### src/fsv_defs.vh
`ifndef FSV_DEFS_VH
`define FSV_DEFS_VH
// Clock rate in MHz
`define FSV_CLK_MHZ 25
// Startup times in microseconds
`define FSV_FUSE_LOAD_US 600
`define FSV_SELFTEST_US 700
// Overvoltage debounce times in microseconds
`define FSV_DBNC0_US 10
`define FSV_DBNC1_US 100
`define FSV_DBNC2_US 1000
// Clock cycles in one second
`define FSV_SEC_CYC 25000000
// Decay periods in minutes, one per selector code
`define FSV_OK_MIN0 1
`define FSV_OK_MIN1 5
`define FSV_OK_MIN2 10
`define FSV_OK_MIN3 15
`define FSV_OK_MIN4 20
`define FSV_OK_MIN5 30
`define FSV_OK_MIN6 45
`define FSV_OK_MIN7 60
`define FSV_SEC_PER_MIN 60
// Register indices
`define FSV_REG_FLAGS 4'h0
`define FSV_REG_COUNT 4'h1
`define FSV_REG_OVCTL 4'h2
`define FSV_REG_PWRCTL 4'h3
`define FSV_REG_STATE 4'h4
// Field positions
`define FSV_OV_EN_BIT 0
`define FSV_OV_SDWN_BIT 1
`define FSV_OV_DBNC_LSB 2
`define FSV_LPM_BIT 0
// Reset values
`define FSV_LPM_RST 1'b0
`define FSV_FLAGS_RST 4'h0
`endif

### src/fsv_failsafe_supervisor.v
`timescale 1ns/1ps
`include "fsv_defs.vh"
// Summary of operation
// - Failure flags persist while supply stays valid; a software write 1 or a new supply cycle clears.
// - Software reads flags when on; write 1 clears, only after successful power up.
// - Entering fail-safe transition compares 4-bit counter to limit, then increments unless equal.
// - Counter equal to limit locks the device down, safety-grade variant only.
// - Bypass fuse 1 always goes to off state; 0 allows lock-down on match.
// - Limit comes from 4-bit fuse; limit zero locks on first failure.
// - Lock-down is left only by a fresh supply cycle.
// - Decay period from 3-bit fuse: 1,5,10,15,20,30,45,60 minutes.
// - While on, each elapsed period decrements counter by one, stopping at zero.
// - Software may clear the counter while on; the device accepts it.
// - Fuses load into mirrors only after supply crossing; unpowered below it.
// - Debounced overvoltage: interrupt if shutdown bit 0, power down if 1.
// - Monitor enable bit gates monitor; enable and shutdown bits default from fuses.
// - Overvoltage in power up: fuse 0 continues with interrupt, 1 aborts to off.
// - Debounce select: 00=10us, 01=100us, 10=1000us, 11 reserved; fuse default.
// - With pin high, first sequence slot within 1.5 ms of supply crossing.
// - Low-power-off bit resets to 0; pin low keeps minimum-current off state.
// - Fuse load completes and is signalled within 600 us of supply crossing.
// - From minimum-current off, first slot within 800 us of pin rising.
// - Four cause flags: power up, watchdog, regulator, thermal; set on that shutdown.
// - Fault turn-off finishes power down, then fail-safe transition; others go off.

module fsv_failsafe_supervisor #(
  parameter [14:0] FUSE_CYC  = `FSV_FUSE_LOAD_US * `FSV_CLK_MHZ,
  parameter [14:0] TEST_CYC  = `FSV_SELFTEST_US * `FSV_CLK_MHZ,
  parameter [14:0] DBNC0_CYC = `FSV_DBNC0_US * `FSV_CLK_MHZ,
  parameter [14:0] DBNC1_CYC = `FSV_DBNC1_US * `FSV_CLK_MHZ,
  parameter [14:0] DBNC2_CYC = `FSV_DBNC2_US * `FSV_CLK_MHZ,
  parameter [24:0] SEC_CYC   = `FSV_SEC_CYC
) (
  // Clock and supply-valid reset
  input  wire        clk,
  input  wire        resetn,
  // Register port
  input  wire [3:0]  reg_addr,
  input  wire [7:0]  reg_wdata,
  input  wire        reg_wr,
  input  wire        reg_rd,
  output reg  [7:0]  reg_rdata,
  // Fuse contents
  input  wire [3:0]  fuse_failsafe_limit,
  input  wire        fuse_lockdown_bypass,
  input  wire [2:0]  fuse_decay_period_sel,
  input  wire        fuse_overvoltage_monitor_enable,
  input  wire        fuse_overvoltage_shutdown_sel,
  input  wire [1:0]  fuse_overvoltage_debounce_sel,
  input  wire        fuse_safety_grade,
  // Pins and comparators
  input  wire        power_on_request_pin,
  input  wire        input_overvoltage,
  // Sequencer and fault sources
  input  wire [3:0]  fault_cause,
  input  wire        off_request,
  input  wire        powerup_done,
  input  wire        powerdown_done,
  // Status and requests
  output reg         fuse_load_done,
  output reg         seq_start,
  output reg         powerdown_req,
  output reg         system_on,
  output reg         minimum_current_off_state,
  output reg         failsafe_locked,
  output reg         overvoltage_irq
);

  // One-hot states
  localparam [7:0] ST_LOAD  = 8'h01;
  localparam [7:0] ST_OFF   = 8'h02;
  localparam [7:0] ST_TEST  = 8'h04;
  localparam [7:0] ST_PWRUP = 8'h08;
  localparam [7:0] ST_ON    = 8'h10;
  localparam [7:0] ST_PWRDN = 8'h20;
  localparam [7:0] ST_FSTR  = 8'h40;
  localparam [7:0] ST_LOCK  = 8'h80;

  // Terminal counts
  localparam [14:0] FUSE_END = FUSE_CYC - 15'h1;
  localparam [14:0] TEST_END = TEST_CYC - 15'h1;
  localparam [24:0] SEC_END  = SEC_CYC - 25'h1;

  reg  [7:0]  state;
  reg  [14:0] tmr;
  reg         fault_pend;
  reg  [3:0]  fail_flags;
  reg  [3:0]  fs_count;
  // Mirrors of fuse data
  reg  [3:0]  lim_m;
  reg         byp_m;
  reg  [2:0]  per_m;
  reg         safe_m;
  reg         fsdwn_m;
  // Software-visible controls
  reg         ov_en;
  reg         ov_sdwn;
  reg  [1:0]  ov_dbnc;
  reg         lpm_off;
  // Overvoltage debounce
  reg  [14:0] ov_cnt;
  reg         ov_hit;
  reg         ov_evt;
  // Decay timer
  reg  [24:0] pre_cnt;
  reg  [11:0] sec_cnt;
  reg         decay_tick;

  wire load_end = (state == ST_LOAD) && (tmr == FUSE_END);
  wire wr_flags = reg_wr && (reg_addr == `FSV_REG_FLAGS);
  wire wr_count = reg_wr && (reg_addr == `FSV_REG_COUNT);
  wire wr_ovctl = reg_wr && (reg_addr == `FSV_REG_OVCTL);
  wire wr_pwr   = reg_wr && (reg_addr == `FSV_REG_PWRCTL);
  wire sw_clr   = wr_count && (state == ST_ON);
  wire fault_in = |fault_cause;
  wire at_limit = (fs_count == lim_m);
  wire lock_ok  = at_limit && safe_m && !byp_m;
  wire ov_block = ov_hit && ov_sdwn;

  // Decay period in seconds per selector code
  function [11:0] period_sec;
    input [2:0] sel;
    begin
      case (sel)
        3'h0: period_sec = `FSV_OK_MIN0 * `FSV_SEC_PER_MIN;
        3'h1: period_sec = `FSV_OK_MIN1 * `FSV_SEC_PER_MIN;
        3'h2: period_sec = `FSV_OK_MIN2 * `FSV_SEC_PER_MIN;
        3'h3: period_sec = `FSV_OK_MIN3 * `FSV_SEC_PER_MIN;
        3'h4: period_sec = `FSV_OK_MIN4 * `FSV_SEC_PER_MIN;
        3'h5: period_sec = `FSV_OK_MIN5 * `FSV_SEC_PER_MIN;
        3'h6: period_sec = `FSV_OK_MIN6 * `FSV_SEC_PER_MIN;
        default: period_sec = `FSV_OK_MIN7 * `FSV_SEC_PER_MIN;
      endcase
    end
  endfunction

  // Debounce length; reserved code falls back to the longest
  function [14:0] dbnc_len;
    input [1:0] sel;
    begin
      case (sel)
        2'h0: dbnc_len = DBNC0_CYC;
        2'h1: dbnc_len = DBNC1_CYC;
        default: dbnc_len = DBNC2_CYC;
      endcase
    end
  endfunction

  wire [11:0] per_end = period_sec(per_m) - 12'h1;
  wire [14:0] dbn_end = dbnc_len(ov_dbnc) - 15'h1;

  // Fuse mirrors, captured once at the end of fuse load
  always @(posedge clk) begin
    if (!resetn) begin
      lim_m   <= 4'h0;
      byp_m   <= 1'b0;
      per_m   <= 3'h0;
      safe_m  <= 1'b0;
      fsdwn_m <= 1'b0;
    end else if (load_end) begin
      lim_m   <= fuse_failsafe_limit;
      byp_m   <= fuse_lockdown_bypass;
      per_m   <= fuse_decay_period_sel;
      safe_m  <= fuse_safety_grade;
      fsdwn_m <= fuse_overvoltage_shutdown_sel;
    end
  end

  // Overvoltage controls: fuse defaults, then software; power control: reset value, then software
  always @(posedge clk) begin
    if (!resetn) begin
      ov_en   <= 1'b0;
      ov_sdwn <= 1'b0;
      ov_dbnc <= 2'h0;
      lpm_off <= `FSV_LPM_RST;
    end else if (load_end) begin
      ov_en   <= fuse_overvoltage_monitor_enable;
      ov_sdwn <= fuse_overvoltage_shutdown_sel;
      ov_dbnc <= fuse_overvoltage_debounce_sel;
    end else begin
      if (wr_ovctl) begin
        ov_en   <= reg_wdata[`FSV_OV_EN_BIT];
        ov_sdwn <= reg_wdata[`FSV_OV_SDWN_BIT];
        ov_dbnc <= reg_wdata[`FSV_OV_DBNC_LSB +: 2];
      end
      // Only meaningful while running
      if (wr_pwr && state == ST_ON)
        lpm_off <= reg_wdata[`FSV_LPM_BIT];
    end
  end

  // Overvoltage debounce; one event per excursion
  always @(posedge clk) begin
    if (!resetn) begin
      ov_cnt <= 15'h0;
      ov_hit <= 1'b0;
      ov_evt <= 1'b0;
    end else begin
      ov_evt <= 1'b0;
      if (!ov_en || !input_overvoltage || state == ST_LOAD) begin
        ov_cnt <= 15'h0;
        ov_hit <= 1'b0;
      end else if (!ov_hit) begin
        if (ov_cnt >= dbn_end) begin
          ov_hit <= 1'b1;
          ov_evt <= 1'b1;
        end else begin
          ov_cnt <= ov_cnt + 15'h1;
        end
      end
    end
  end

  // Decay timer: seconds prescaler, then period in seconds
  always @(posedge clk) begin
    if (!resetn) begin
      pre_cnt    <= 25'h0;
      sec_cnt    <= 12'h0;
      decay_tick <= 1'b0;
    end else begin
      decay_tick <= 1'b0;
      if (state != ST_ON || sw_clr) begin
        pre_cnt <= 25'h0;
        sec_cnt <= 12'h0;
      end else if (pre_cnt == SEC_END) begin
        pre_cnt <= 25'h0;
        if (sec_cnt >= per_end) begin
          sec_cnt    <= 12'h0;
          decay_tick <= 1'b1;
        end else begin
          sec_cnt <= sec_cnt + 12'h1;
        end
      end else begin
        pre_cnt <= pre_cnt + 25'h1;
      end
    end
  end

  // Fail-safe event counter
  always @(posedge clk) begin
    if (!resetn) begin
      fs_count <= 4'h0;
    end else if (state == ST_FSTR) begin
      // Compare happens in the state logic on the old value
      if (!at_limit)
        fs_count <= fs_count + 4'h1;
    end else if (sw_clr) begin
      fs_count <= 4'h0;
    end else if (decay_tick && fs_count != 4'h0) begin
      fs_count <= fs_count - 4'h1;
    end
  end

  // Failure-cause flags; a new cause beats a same-cycle clear
  always @(posedge clk) begin
    if (!resetn) begin
      fail_flags <= `FSV_FLAGS_RST;
    end else begin
      fail_flags <= (fail_flags
        & ~({4{wr_flags && state == ST_ON}} & reg_wdata[3:0]))
        | ({4{state == ST_PWRUP || state == ST_ON}}
        & fault_cause);
    end
  end

  // Main sequence
  always @(posedge clk) begin
    if (!resetn) begin
      state      <= ST_LOAD;
      tmr        <= 15'h0;
      fault_pend <= 1'b0;
    end else begin
      case (state)
        ST_LOAD: begin
          if (load_end) begin
            state <= ST_OFF;
            tmr   <= 15'h0;
          end else begin
            tmr <= tmr + 15'h1;
          end
        end
        ST_OFF: begin
          // Pin low leaves the device parked here
          if (power_on_request_pin && !ov_block) begin
            tmr <= 15'h0;
            if (lpm_off)
              state <= ST_PWRUP;
            else
              state <= ST_TEST;
          end
        end
        ST_TEST: begin
          if (tmr == TEST_END) begin
            state <= ST_PWRUP;
            tmr   <= 15'h0;
          end else begin
            tmr <= tmr + 15'h1;
          end
        end
        ST_PWRUP: begin
          if (fault_in) begin
            fault_pend <= 1'b1;
            state      <= ST_PWRDN;
          end else if (ov_evt && fsdwn_m) begin
            fault_pend <= 1'b0;
            state      <= ST_PWRDN;
          end else if (powerup_done) begin
            state <= ST_ON;
          end
        end
        ST_ON: begin
          if (fault_in) begin
            fault_pend <= 1'b1;
            state      <= ST_PWRDN;
          end else if (off_request || (ov_evt && ov_sdwn)) begin
            fault_pend <= 1'b0;
            state      <= ST_PWRDN;
          end
        end
        ST_PWRDN: begin
          if (powerdown_done) begin
            if (fault_pend)
              state <= ST_FSTR;
            else
              state <= ST_OFF;
          end
        end
        ST_FSTR: begin
          fault_pend <= 1'b0;
          if (lock_ok)
            state <= ST_LOCK;
          else
            state <= ST_OFF;
        end
        ST_LOCK: begin
          // Only the supply reset leaves this state
          state <= ST_LOCK;
        end
        default: begin
          state <= ST_LOAD;
          tmr   <= 15'h0;
        end
      endcase
    end
  end

  // Registered status outputs, decoded from the next state
  always @(posedge clk) begin
    if (!resetn) begin
      fuse_load_done            <= 1'b0;
      seq_start                 <= 1'b0;
      powerdown_req             <= 1'b0;
      system_on                 <= 1'b0;
      minimum_current_off_state <= 1'b0;
      failsafe_locked           <= 1'b0;
      overvoltage_irq           <= 1'b0;
    end else begin
      if (load_end)
        fuse_load_done <= 1'b1;
      // Pulse as the first slot begins
      seq_start <= (state == ST_OFF && power_on_request_pin &&
                    !ov_block && lpm_off) ||
                   (state == ST_TEST && tmr == TEST_END);
      powerdown_req <= (state == ST_PWRDN && !powerdown_done) ||
                       ((state == ST_PWRUP || state == ST_ON) &&
                        (fault_in || off_request || ov_evt &&
                         (state == ST_ON ? ov_sdwn : fsdwn_m)));
      system_on <= (state == ST_ON && !fault_in && !off_request &&
                    !(ov_evt && ov_sdwn)) ||
                   (state == ST_PWRUP && powerup_done && !fault_in &&
                    !(ov_evt && fsdwn_m));
      minimum_current_off_state <= (state == ST_OFF || load_end ||
        (state == ST_PWRDN && powerdown_done && !fault_pend) ||
        (state == ST_FSTR && !lock_ok)) && !lpm_off;
      failsafe_locked <= (state == ST_LOCK) ||
                         (state == ST_FSTR && lock_ok);
      // Interrupt only where no shutdown is taken
      overvoltage_irq <= ov_evt &&
        ((state == ST_ON && !ov_sdwn) ||
         (state == ST_PWRUP && !fsdwn_m));
    end
  end

  // Register reads: data only in the cycle after the strobe
  always @(posedge clk) begin
    if (!resetn) begin
      reg_rdata <= 8'h0;
    end else if (reg_rd) begin
      case (reg_addr)
        `FSV_REG_FLAGS:  reg_rdata <= {4'h0, fail_flags};
        `FSV_REG_COUNT:  reg_rdata <= {lim_m, fs_count};
        `FSV_REG_OVCTL:  reg_rdata <= {4'h0, ov_dbnc, ov_sdwn, ov_en};
        `FSV_REG_PWRCTL: reg_rdata <= {7'h0, lpm_off};
        `FSV_REG_STATE:  reg_rdata <= state;
        default:         reg_rdata <= 8'h0;
      endcase
    end else begin
      reg_rdata <= 8'h0;
    end
  end

endmodule // fsv_failsafe_supervisor

### config.mk
export PLATFORM = sky130hd
export DESIGN_NAME = fsv_failsafe_supervisor
export DESIGN_NICKNAME = d
export VERILOG_FILES = /design/src/fsv_failsafe_supervisor.v
export VERILOG_INCLUDE_DIRS = /design/src
export SDC_FILE = /design/constraint.sdc
export NUM_CORES = 1
export LEC_CHECK = 0
export ABC_AREA = 1
export BUFFER_PORTS_ARGS = -buffer_cell sky130_fd_sc_hd__buf_2
export CAP_MARGIN = 30
export CORE_AREA = 3 3 155 157
export CTS_CLUSTER_SIZE = 40
export DETAILED_ROUTE_END_ITERATION = 16
export DIE_AREA = 0 0 158 160
export GPL_TIMING_DRIVEN = 0
export PLACE_DENSITY = 0.52
export SLEW_MARGIN = 10
export SYNTH_ARGS = -nofsm -noshare
export SYNTH_HDL_FRONTEND = slang
export SYNTH_SLANG_ARGS = --single-unit
### constraint.sdc
create_clock -name clk -period 2.83 [get_ports clk]
set_clock_uncertainty 0.1 [all_clocks]
set_input_delay 0.4245 -clock clk [delete_from_list [all_inputs] [get_ports clk]]
set_output_delay 0.4245 -clock clk [all_outputs]
set_load 0.005 [all_outputs]
Yosys cells after proc, flatten, opt, wreduce, memory -nomap -nowiden

Cells that the tools add are included.

Register bits: 117
Input port bits: 38
Logic and storage cells: 207
Output and inout bits: 15

Reduce and logical (&&, ||, !) cells: 86
Bitwise operators: 11
Add/sub/neg operators: 8
Mux-type cells: 40
Equality and inequality tests: 32
Magnitude comparators: 2

Operator list:

| cell                                                   | count |
|---|---|
| case mux 12 bit (7 select lines)                       | 1 |
| 2-to-1 mux 8 bit                                       | 10 |
| case mux 8 bit (8 select lines)                        | 1 |
| case mux 15 bit (4 select lines)                       | 1 |
| 2-to-1 mux 15 bit                                      | 3 |
| case mux 8 bit (5 select lines)                        | 1 |
| logical AND 1 bit                                      | 36 |
| adder 15 x 1 -> 15 bit (second input constant)         | 2 |
| case mux 15 bit (2 select lines)                       | 1 |
| adder 25 x 1 -> 25 bit (second input constant)         | 1 |
| equality test 25 bit (second input constant)           | 1 |
| 2-to-1 mux 4 bit                                       | 5 |
| equality test 15 x 14 -> 1 bit (second input constant) | 1 |
| equality test 15 bit (second input constant)           | 1 |
| greater-or-equal comparator 15 bit                     | 1 |
| logical OR 1 bit                                       | 15 |
| subtractor 15 x 1 -> 15 bit (second input constant)    | 1 |
| logical NOT 1 bit                                      | 14 |
| adder 12 x 1 -> 12 bit (second input constant)         | 1 |
| bitwise AND 4 bit                                      | 3 |
| greater-or-equal comparator 12 bit                     | 1 |
| 2-to-1 mux 1 bit                                       | 12 |
| 2-to-1 mux 12 bit                                      | 1 |
| subtractor 12 x 1 -> 12 bit (second input constant)    | 1 |
| 41 further kinds                                       | 64 |

Longest topological paths before layout

Gate-level depths: netlist of run 1.

Depth in word-level cells: 7
Depth in mapped cells: 18

Worst setup path before layout of run 1

Ideal clock, no wire load.

Kind: flip-flop to flip-flop
Start: register per_m[1]
End: register sec_cnt[4]
Cell stages (with the launch flop): 19
Arrival time: 2,193 ps
Slack: 474 ps
Clock period less this slack: 2,356 ps
Required time: 2,666 ps
Setup time: 64 ps
Buffers on the path: 0
Path through: dfxtp_1 > inv_1 > nor2_1 > inv_1 > nor2_1 > nor3_1 > ha_1 > nand2_1 > nand3_1 > ha_1 > a21oi_1 > nor2_1 > nor2_1 > nand3_1 > nor2_1 > nand2_1 > nand2_2 > inv_2 > nor2_1

Longest elaborated chain between the ends: 5
Elaborated cells on any way between the ends: 11
Classes of those cells: add/sub: 1; order compare: 1; eq/ne: 6; mux: 2; reduce/logical: 1

RTL lines:

| item                                        | RTL line                      | text |
|---|---|---|
| start, declared                             | fsv_failsafe_supervisor.v:92  | `reg [2:0] per_m;` |
| start signal, assigned                      | fsv_failsafe_supervisor.v:163 | `per_m <= fuse_decay_period_sel;` |
| equality test 3 bit (tied with other cells) | fsv_failsafe_supervisor.v:124 | `case (sel)` |
| case mux 12 bit (7 select lines) (*)        | fsv_failsafe_supervisor.v:124 |  |
| subtractor 12 x 1 -> 12 bit (*)             | fsv_failsafe_supervisor.v:149 | `wire [11:0] per_end = period_sec(per_m) - 12'h1;` |
| greater-or-equal comparator 12 bit (*)      | fsv_failsafe_supervisor.v:227 | `if (sec_cnt >= per_end) begin` |
| 2-to-1 mux 12 bit (*)                       | fsv_failsafe_supervisor.v:227 |  |
| end signal, assigned                        | fsv_failsafe_supervisor.v:231 | `sec_cnt <= sec_cnt + 12'h1;` |
| end, declared                               | fsv_failsafe_supervisor.v:106 | `reg [11:0] sec_cnt;` |

Mark *: on every way between the ends. The rest lies on a longest branch, timed or not.
A chain may end at the register's enable or synchronous reset.

Worst setup path after layout of run 1

Same ends and word-level chain as after synthesis.

==> out/results.tsv, run 1 <==
metric	value	unit
die width	158	um
Buffers on Ports	47	
status	finished clean	
post-layout util	0.3532	
GP Congestion	0.8661	
FF-to-FF path depth	18	
initial antenna violation count	0	
Mapped Nets	1066	
Async S/R FF share, synth	0	
clk_lat worst skew	0.42	ns
Worst EP required	3.03	ns
r2r endpoint	sec_cnt[4]$_SDFFE_PP0N_	
drt wl/cell	13.75	um
r2r setup slk	0.23	ns
Inserted Clock Buffers	17	
DRC	0	
DRT Pass-1 Iters	5	
share of layout cells above drive strength 1	0.1196	
post-CTS setup buffer count	0	
Min-Delay Path Class	in2reg	
area of the core	0.02264	mm^2
mean post-synth cell area	6.783	um^2
post-synth cell types	43	
IO Pins	53	
Least-Margin Pin Slew	0.6428	ns
sequential-to-total area share from yosys stat	0.3453	
RSZ-0062 raised after global routing	no	
number of enable flip-flop cells after synthesis	0	
first-pass GRT wire length	31040	um
Detailed Route WL	18760	um
Yosys top cell area share	0.3453	
register bit total from synthesis	117	
Max Fclk	0.3852	GHz
Syn-to-layout area delta	17.89	%
Layout Nets	1132	
CP max FO	6	
HPWL Detailed	14310	um
largest net degree at the start of global routing	17	
Mapped Area	0.006783	mm^2
Final Power	4.435	mW
post-route setup TNS	0	ns
Ys Warns	0	
HP Start	fuse_lockdown_bypass	
top_reg_cell synth	dfxtp_1	
die height	160	um
r2r startpoint	per_m[1]$_SDFFE_PN0P_	
PD cells	554.7	mW/mm^2
CTS Buffer Depth	2	
gr usage total	0.1531	
Iter 0 DRT Violations	294	
Worst Hold Path Cells	3	
hold endpoint	byp_m$_SDFFE_PN0P_	
crit share post-route	0.9174	
root buffer cell	clkbuf_16	
vias per std cell	4.871	
Initial Util	0.2996	
CTS tree	done	
Crit Path Class	reg2reg	
Arr. time, crit path	2.80	ns
post-layout minimum cycle time	2.596	ns
vias in the first global route	6196	
# diodes	0	
synth cell count leaders	189 x nand2_1, 129 x nor2_1, 124 x inv_1	
Mapped Cells	1000	
Clock Sinks	117	
CP Capture Type	register	
Die ar.	0.02528	mm^2
Max-Slew Margin vs Limit	0.5681	
max-cap viol count	0	
Rows	55	
# setup viols final	0	
cell accounting for the most synthesized area	dfxtp_1	
Area contributors post-synth	dfxtp_1 35%, nand2_1 10%, nor2_1 7.1%, inv_1 6.9%, nand3_1 6.6%	
LEAKAGE	3.082	nW
Final Max Tran Viols	0	
startpoint class of the critical path	register	
total gr overflow	0	
worst IR drop on VDD	319.0	uV
count leader, synth	nand2_1	
via count	6644	
Clk pin slew, worst setup/hold paths	0.05	ns
Final ANT Viol Nets	0	
number of hold violations in the final report	0	
# H-tree levels	4	
worst max-delay path by stage:
stage	from	to
4_1_cts	per_m[1]$_SDFFE_PN0P_	sec_cnt[4]$_SDFFE_PP0N_
3_5_place_dp	per_m[1]$_SDFFE_PN0P_	sec_cnt[6]$_SDFFE_PP0N_
6_report	per_m[1]$_SDFFE_PN0P_	sec_cnt[4]$_SDFFE_PP0N_
3_3_place_gp	per_m[1]$_SDFFE_PN0P_	sec_cnt[7]$_SDFFE_PP0N_
2_1_floorplan	per_m[1]$_SDFFE_PN0P_	sec_cnt[4]$_SDFFE_PP0N_
5_1_grt	per_m[1]$_SDFFE_PN0P_	sec_cnt[6]$_SDFFE_PP0N_
power breakdown:
part,switching (mW),internal [mW],total (mW)
combinational,0.326,0.147,0.472
sequential,0.0427,1.68,1.73
clock,0.785,1.45,2.24
flip-flops by register name, summed over array words and instances, names as in the netlist, 2 cells and up:
name,count
per_m,3
lim_m,4
sec_cnt,12
reg_rdata,8
fail_flags,4
ov_cnt,15
state,8
ov_dbnc,2
tmr,15
fs_count,4
pre_cnt,25
repair_timing:
| item | CTS | global route |
|---|---|---|
| resized for setup | 0 | 5 |
| endpoints found under the setup margin | 0 | 12 |
| hold buffers | 0 | 0 |
| endpoints found under the hold margin | 0 | 0 |
worst max-delay path, cell delays in order, from the launching register on:
cell and delay (ns):
dfxtp_1 0.34, inv_1 0.11, nor2_2 0.13, inv_1 0.08, nor2_2 0.14, nor3_2 0.07
ha_1 0.21, nand2_1 0.07, nand3_1 0.07, ha_1 0.27, nand2_1 0.04, nor2_1 0.13
nand4_1 0.10, a21oi_1 0.18, nor2_2 0.11, nand2_1 0.08, nand2_2 0.08, inv_2 0.11
nor2_1 0.05
cell type report:
type                            count  area [um^2]
Clock inverter                      8        122.6
Clock buffer                       24        481.7
Tap cell                          285        356.6
Sequential cell                   117         2342
Buffer                             18        98.84
Multi-Input combinational cell    735         3871
Timing Repair Buffer               47        235.2
Inverter                          130        488.0
Fill cell                        2448        14640
layout by cell type (no fill, tap or decap), types with 2 or more instances in the layout:
master      netlist  final
nor2_2            9     12
nand4_1          34     34
xor2_1           19     19
o21ai_1           8      8
a21oi_1          86     86
dfxtp_1         117    117
bufinv_16         0      3
buf_2             7     54
o22ai_1          10     10
nand2_2           5      5
ha_1             28     28
clkbuf_16         0     17
buf_4             2      2
nor2_1          129    126
a211oi_1          2      2
a31oi_1          12     12
nor2_4            6      6
clkinvlp_4        0      3
o21a_1            6      6
clkbuf_8          0      3
nand2_1         189    189
buf_1             2      2
nor3_1           21     19
or2_2             3      3
a21oi_2           2      2
nand3_2           2      2
a311oi_1          3      3
nor3_2            2      4
xnor2_1          10     10
o21ai_0          42     42
clkinv_2          0      2
buf_6             2      2
inv_2             5      5
nand3_1          89     89
nand3b_1          7      7
clkbuf_1          5      9
nor3b_1           2      2
inv_1           124    124
metrics by stage:
| step | std cells | hold WS (ns) | setup slack (ns) | cell area, um^2 |
|---|---|---|---|---|
| global placement | 1332 | 0.3297 | 0.06978 | 7375 |
| global route | 1364 | 0.1666 | 0.001404 | 7996 |
| finish | 1364 | 0.1711 | 0.2337 | 7996 |
| detailed placement | 1332 | 0.3315 | 0.1152 | 7375 |
| floorplan | 1000 | 0.3099 | 0.4737 | 6783 |
| CTS | 1364 | 0.1574 | 0.1040 | 7979 |
kinds of logic (layout without fill, tap and decap cells):
| logic type | count (synthesis) | count (layout) | share of synthesized area |
|---|---|---|---|
| adders and majority gates | 28 | 28 | 0.05165 |
| buffers and inverters | 148 | 227 | 0.08651 |
| AOI/OAI and AO/OA | 174 | 174 | 0.1395 |
| and+or+nand+nor | 503 | 503 | 0.3391 |
| xor gates and xnor gates | 29 | 29 | 0.03745 |
| DFF | 117 | 117 | 0.3453 |
| other | 1 | 1 | 0.0005529 |
metal layers:
layer  routed length (um)  GRT usage  share of wire
met5                    0          0              0
met4                  274    0.04380          0.015
met3                  619    0.03930          0.033
met2                 8857     0.2482           0.47
met1                 9004     0.2010           0.48
(Power assumes the default switching activity.)
==> inputs of run 2 (changes only) <==
Settings changed: ABC_AREA 1 to 0, CORE_AREA 3 3 155 157 to 3 3 173 133, DIE_AREA 0 0 158 160 to 0 0 176 136.
==> run 2 against run 1 <==
  * Worst hold slack worse by 0.030 ns
  * Power down 8.8%
  * Largest power group unchanged
  * Non-clock buffer count up 12
  * Register-to-register slack worse by 0.12 ns
  * Synthesized cell count down 24%
==> out/results.tsv, run 2 <==
metric	value	unit	change
status	finished clean		
most frequent cells in the layout	114 x dfxtp_1, 100 x nor2_1, 71 x nand2_1, 55 x a21oi_1, 53 x buf_2		
Largest Register	pre_cnt		
CP Capture Type	register		
Clock Sinks	117		unchanged
number of hold violations in the final report	0		unchanged
clk_lat worst skew	0.42	ns	about the same
Mapped Nets	827		-22%
root buffer cell	clkbuf_16		
# H-tree levels	4		unchanged
Critical Path Slowest Stage Cell	a221oi_4		
grt met3 use	0.03322		-0.006074
max FFs per register	25		unchanged
die height	136	um	-15%
Async S/R FF share, synth	0		unchanged
post-layout minimum cycle time	2.717	ns	+0.1202 ns
Max Fclk	0.3681	GHz	-4.4%
Worst EP required	3.07	ns	+0.04 ns
via count	5664		-15%
count leader, synth	dfxtp_1		
first-pass GRT wire length	29240	um	-5.8%
post-synth cell types	68		+58%
vias in the first global route	5311		-14%
startpoint class of the critical path	register		
Yosys top cell area share	0.3683		+0.02296
number of enable flip-flop cells after synthesis	0		unchanged
Arr. time, crit path	2.96	ns	+0.16 ns
Inserted Clock Buffers	17		unchanged
share of layout cells above drive strength 1	0.1635		+0.04395
Rows	46		-16%
# setup viols final	0		unchanged
post-layout util	0.3616		+0.008362
# diodes	0		unchanged
drt wl/cell	15.89	um	+16%
PD cells	526.7	mW/mm^2	-5.0%
largest net degree at the start of global routing	17		unchanged
fillers	2190		-11%
register bit total from synthesis	117		unchanged
GP Congestion	0.8152		-5.9%
Die ar.	0.02394	mm^2	-5.3%
gr usage total	0.1554		+0.002268
max incr delay on CP	0.40	ns	+0.06 ns
Min-Delay Path Class	in2reg		
total gr overflow	0		unchanged
LEAKAGE	2.896	nW	-6.0%
DRC	0		unchanged
initial antenna violation count	0		unchanged
Iter 0 DRT Violations	446		+52%
Max-Slew Margin vs Limit	0.3642		-0.2040
Mapped Cells	761		-24%
die width	176	um	+11%
HPWL Detailed	13240	um	-7.4%
worst IR drop on VDD	393.1	uV	+23%
synth cell count leaders	117 x dfxtp_1, 100 x nor2_1, 72 x nand2_1		
most common cell after layout, fill and taps aside	dfxtp_1		
Clk pin slew, worst setup/hold paths	0.06	ns	about the same
area of the core	0.02124	mm^2	-6.2%
GR Util met2	0.1981		-0.05005
pre-CTS setup slack	-0.6082	ns	-0.7234 ns
Detailed Route WL	17980	um	-4.1%
CP max FO	5		-1
Final ANT Viol Nets	0		unchanged
GRT busiest layer	met1		
Area contributors post-synth	dfxtp_1 37%, nor2_1 5.9%, ha_1 5.5%, a21oi_1 4.3%, xor2_1 4.3%		
CTS Buffer Depth	2		unchanged
global-route met1 utilization	0.2515		+0.05053
IO Pins	53		unchanged
Final Max Tran Viols	0		unchanged
mean post-synth cell area	8.357	um^2	+23%
Least-Margin Pin Slew	0.9513	ns	+0.3084 ns
Layout Nets	897		-21%
Ys Warns	0		unchanged
RSZ-0062 raised after global routing	yes		
Mapped Area	0.006360	mm^2	-6.2%
DRT Pass-1 Iters	5		unchanged
Initial Util	0.2995		about the same
top_reg_cell synth	dfxtp_1		
cell accounting for the most synthesized area	dfxtp_1		
Largest regs	pre_cnt x25, ov_cnt x15, tmr x15		
Crit Path Class	reg2reg		
CTS tree	done		
Buffers on Ports	46		-2.1%
max-cap viol count	0		unchanged
sequential-to-total area share from yosys stat	0.3683		+0.02296
worst setup slack after layout	0.1135	ns	-0.1202 ns
vias per std cell	5.004		+2.7%
crit share post-route	0.9599		+0.04246
crit path cell chain	inv_4, or3_4, nand2_4, ha_4, xor2_2, xnor2_1, ha_1, nand4_1, o211ai_1, a221oi_4, nor4_4, buf_4, nor3_1		
Syn-to-layout area delta	20.74	%	
[run 2: power breakdown]
part / switching [mW] / internal, mW / total (mW)
clock network: 0.830 / 1.35 / 2.18
registers: 0.0167 / 1.66 / 1.67
logic: 0.124 / 0.0666 / 0.191
[run 2: layer usage]
metal | part of all wire | vias to the layer above
met1 | 0.57 | 2638
met2 | 0.36 | 128
met4 | 0.011 | 0
met3 | 0.059 | 14
li1 | - | 2884
met5 | 0 | -
[run 2: final timing paths]
path | from | to | slack [ns] | cells past startpoint
max reg2reg | per_m[1]$_SDFFE_PN0P_ | sec_cnt[10]$_SDFFE_PP0N_ | 0.11 | 13
min | fuse_failsafe_limit[0] | lim_m[0]$_SDFFE_PN0P_ | 0.14 | 3
min reg2reg | pre_cnt[0]$_SDFF_PP0_ | pre_cnt[0]$_SDFF_PP0_ | 0.35 | 1
max | per_m[1]$_SDFFE_PN0P_ | sec_cnt[10]$_SDFFE_PP0N_ | 0.11 | 13
[run 2: timing repair]
item,in CTS,in global routing
setup endpoints to repair,13,26
resized for setup,18,11
cloned,1,0
hold buffers,0,0
setup buffers,6,1
pin swaps,5,4
[run 2: logic make-up (layout without fill, tap and decap cells)]
| logic type | count (synthesis) | count (layout) | share of synthesized area |
|---|---|---|---|
| compound gates | 147 | 147 | 0.1491 |
| xor+xnor | 51 | 51 | 0.07023 |
| fa+ha+maj | 28 | 28 | 0.05509 |
| buf+inv | 48 | 131 | 0.03266 |
| flops | 117 | 117 | 0.3683 |
| mux | 10 | 10 | 0.01653 |
| other cells | 1 | 1 | 0.0005896 |
| simple gates | 359 | 359 | 0.3075 |
[run 2: stage by stage]
step	total power [mW]	cells	instance area [um^2]	hold slack, ns	setup TNS (ns)
2_1_floorplan	1.818	761	6360	0.3175	0
3_3_place_gp	1.896	1095	6950	0.3310	-5.293
3_5_place_dp	1.896	1095	6950	0.3410	-6.172
4_1_cts	4.073	1131	7634	0.1306	-0.4004
5_1_grt	4.200	1132	7679	0.1463	-0.2640
6_report	4.044	1132	7679	0.1409	0
[run 2: area by class of cell]
cell class / instances / area (um^2) / share of cell area
multi-input combinational: 596 / 3894 / 0.5071
clock buffer: 22 / 464.2 / 0.06045
timing repair buffer: 52 / 275.3 / 0.03585
buffer: 25 / 126.4 / 0.01646
clock inverter: 10 / 122.6 / 0.01597
sequential: 117 / 2351 / 0.3062
tap: 288 / 360.3 / 0.04693
inverter: 22 / 85.08 / 0.01108
[run 2: critical path: cells and delay by family, from the launching register on]
family | cells | cell delay [ns]
AOI/OAI and AO/OA | 2 | 0.53
DFF | 1 | 0.35
buffers and inverters | 2 | 0.20
and+or+nand+nor | 5 | 0.78
xor gates and xnor gates | 2 | 0.27
adders and majority gates | 2 | 0.39
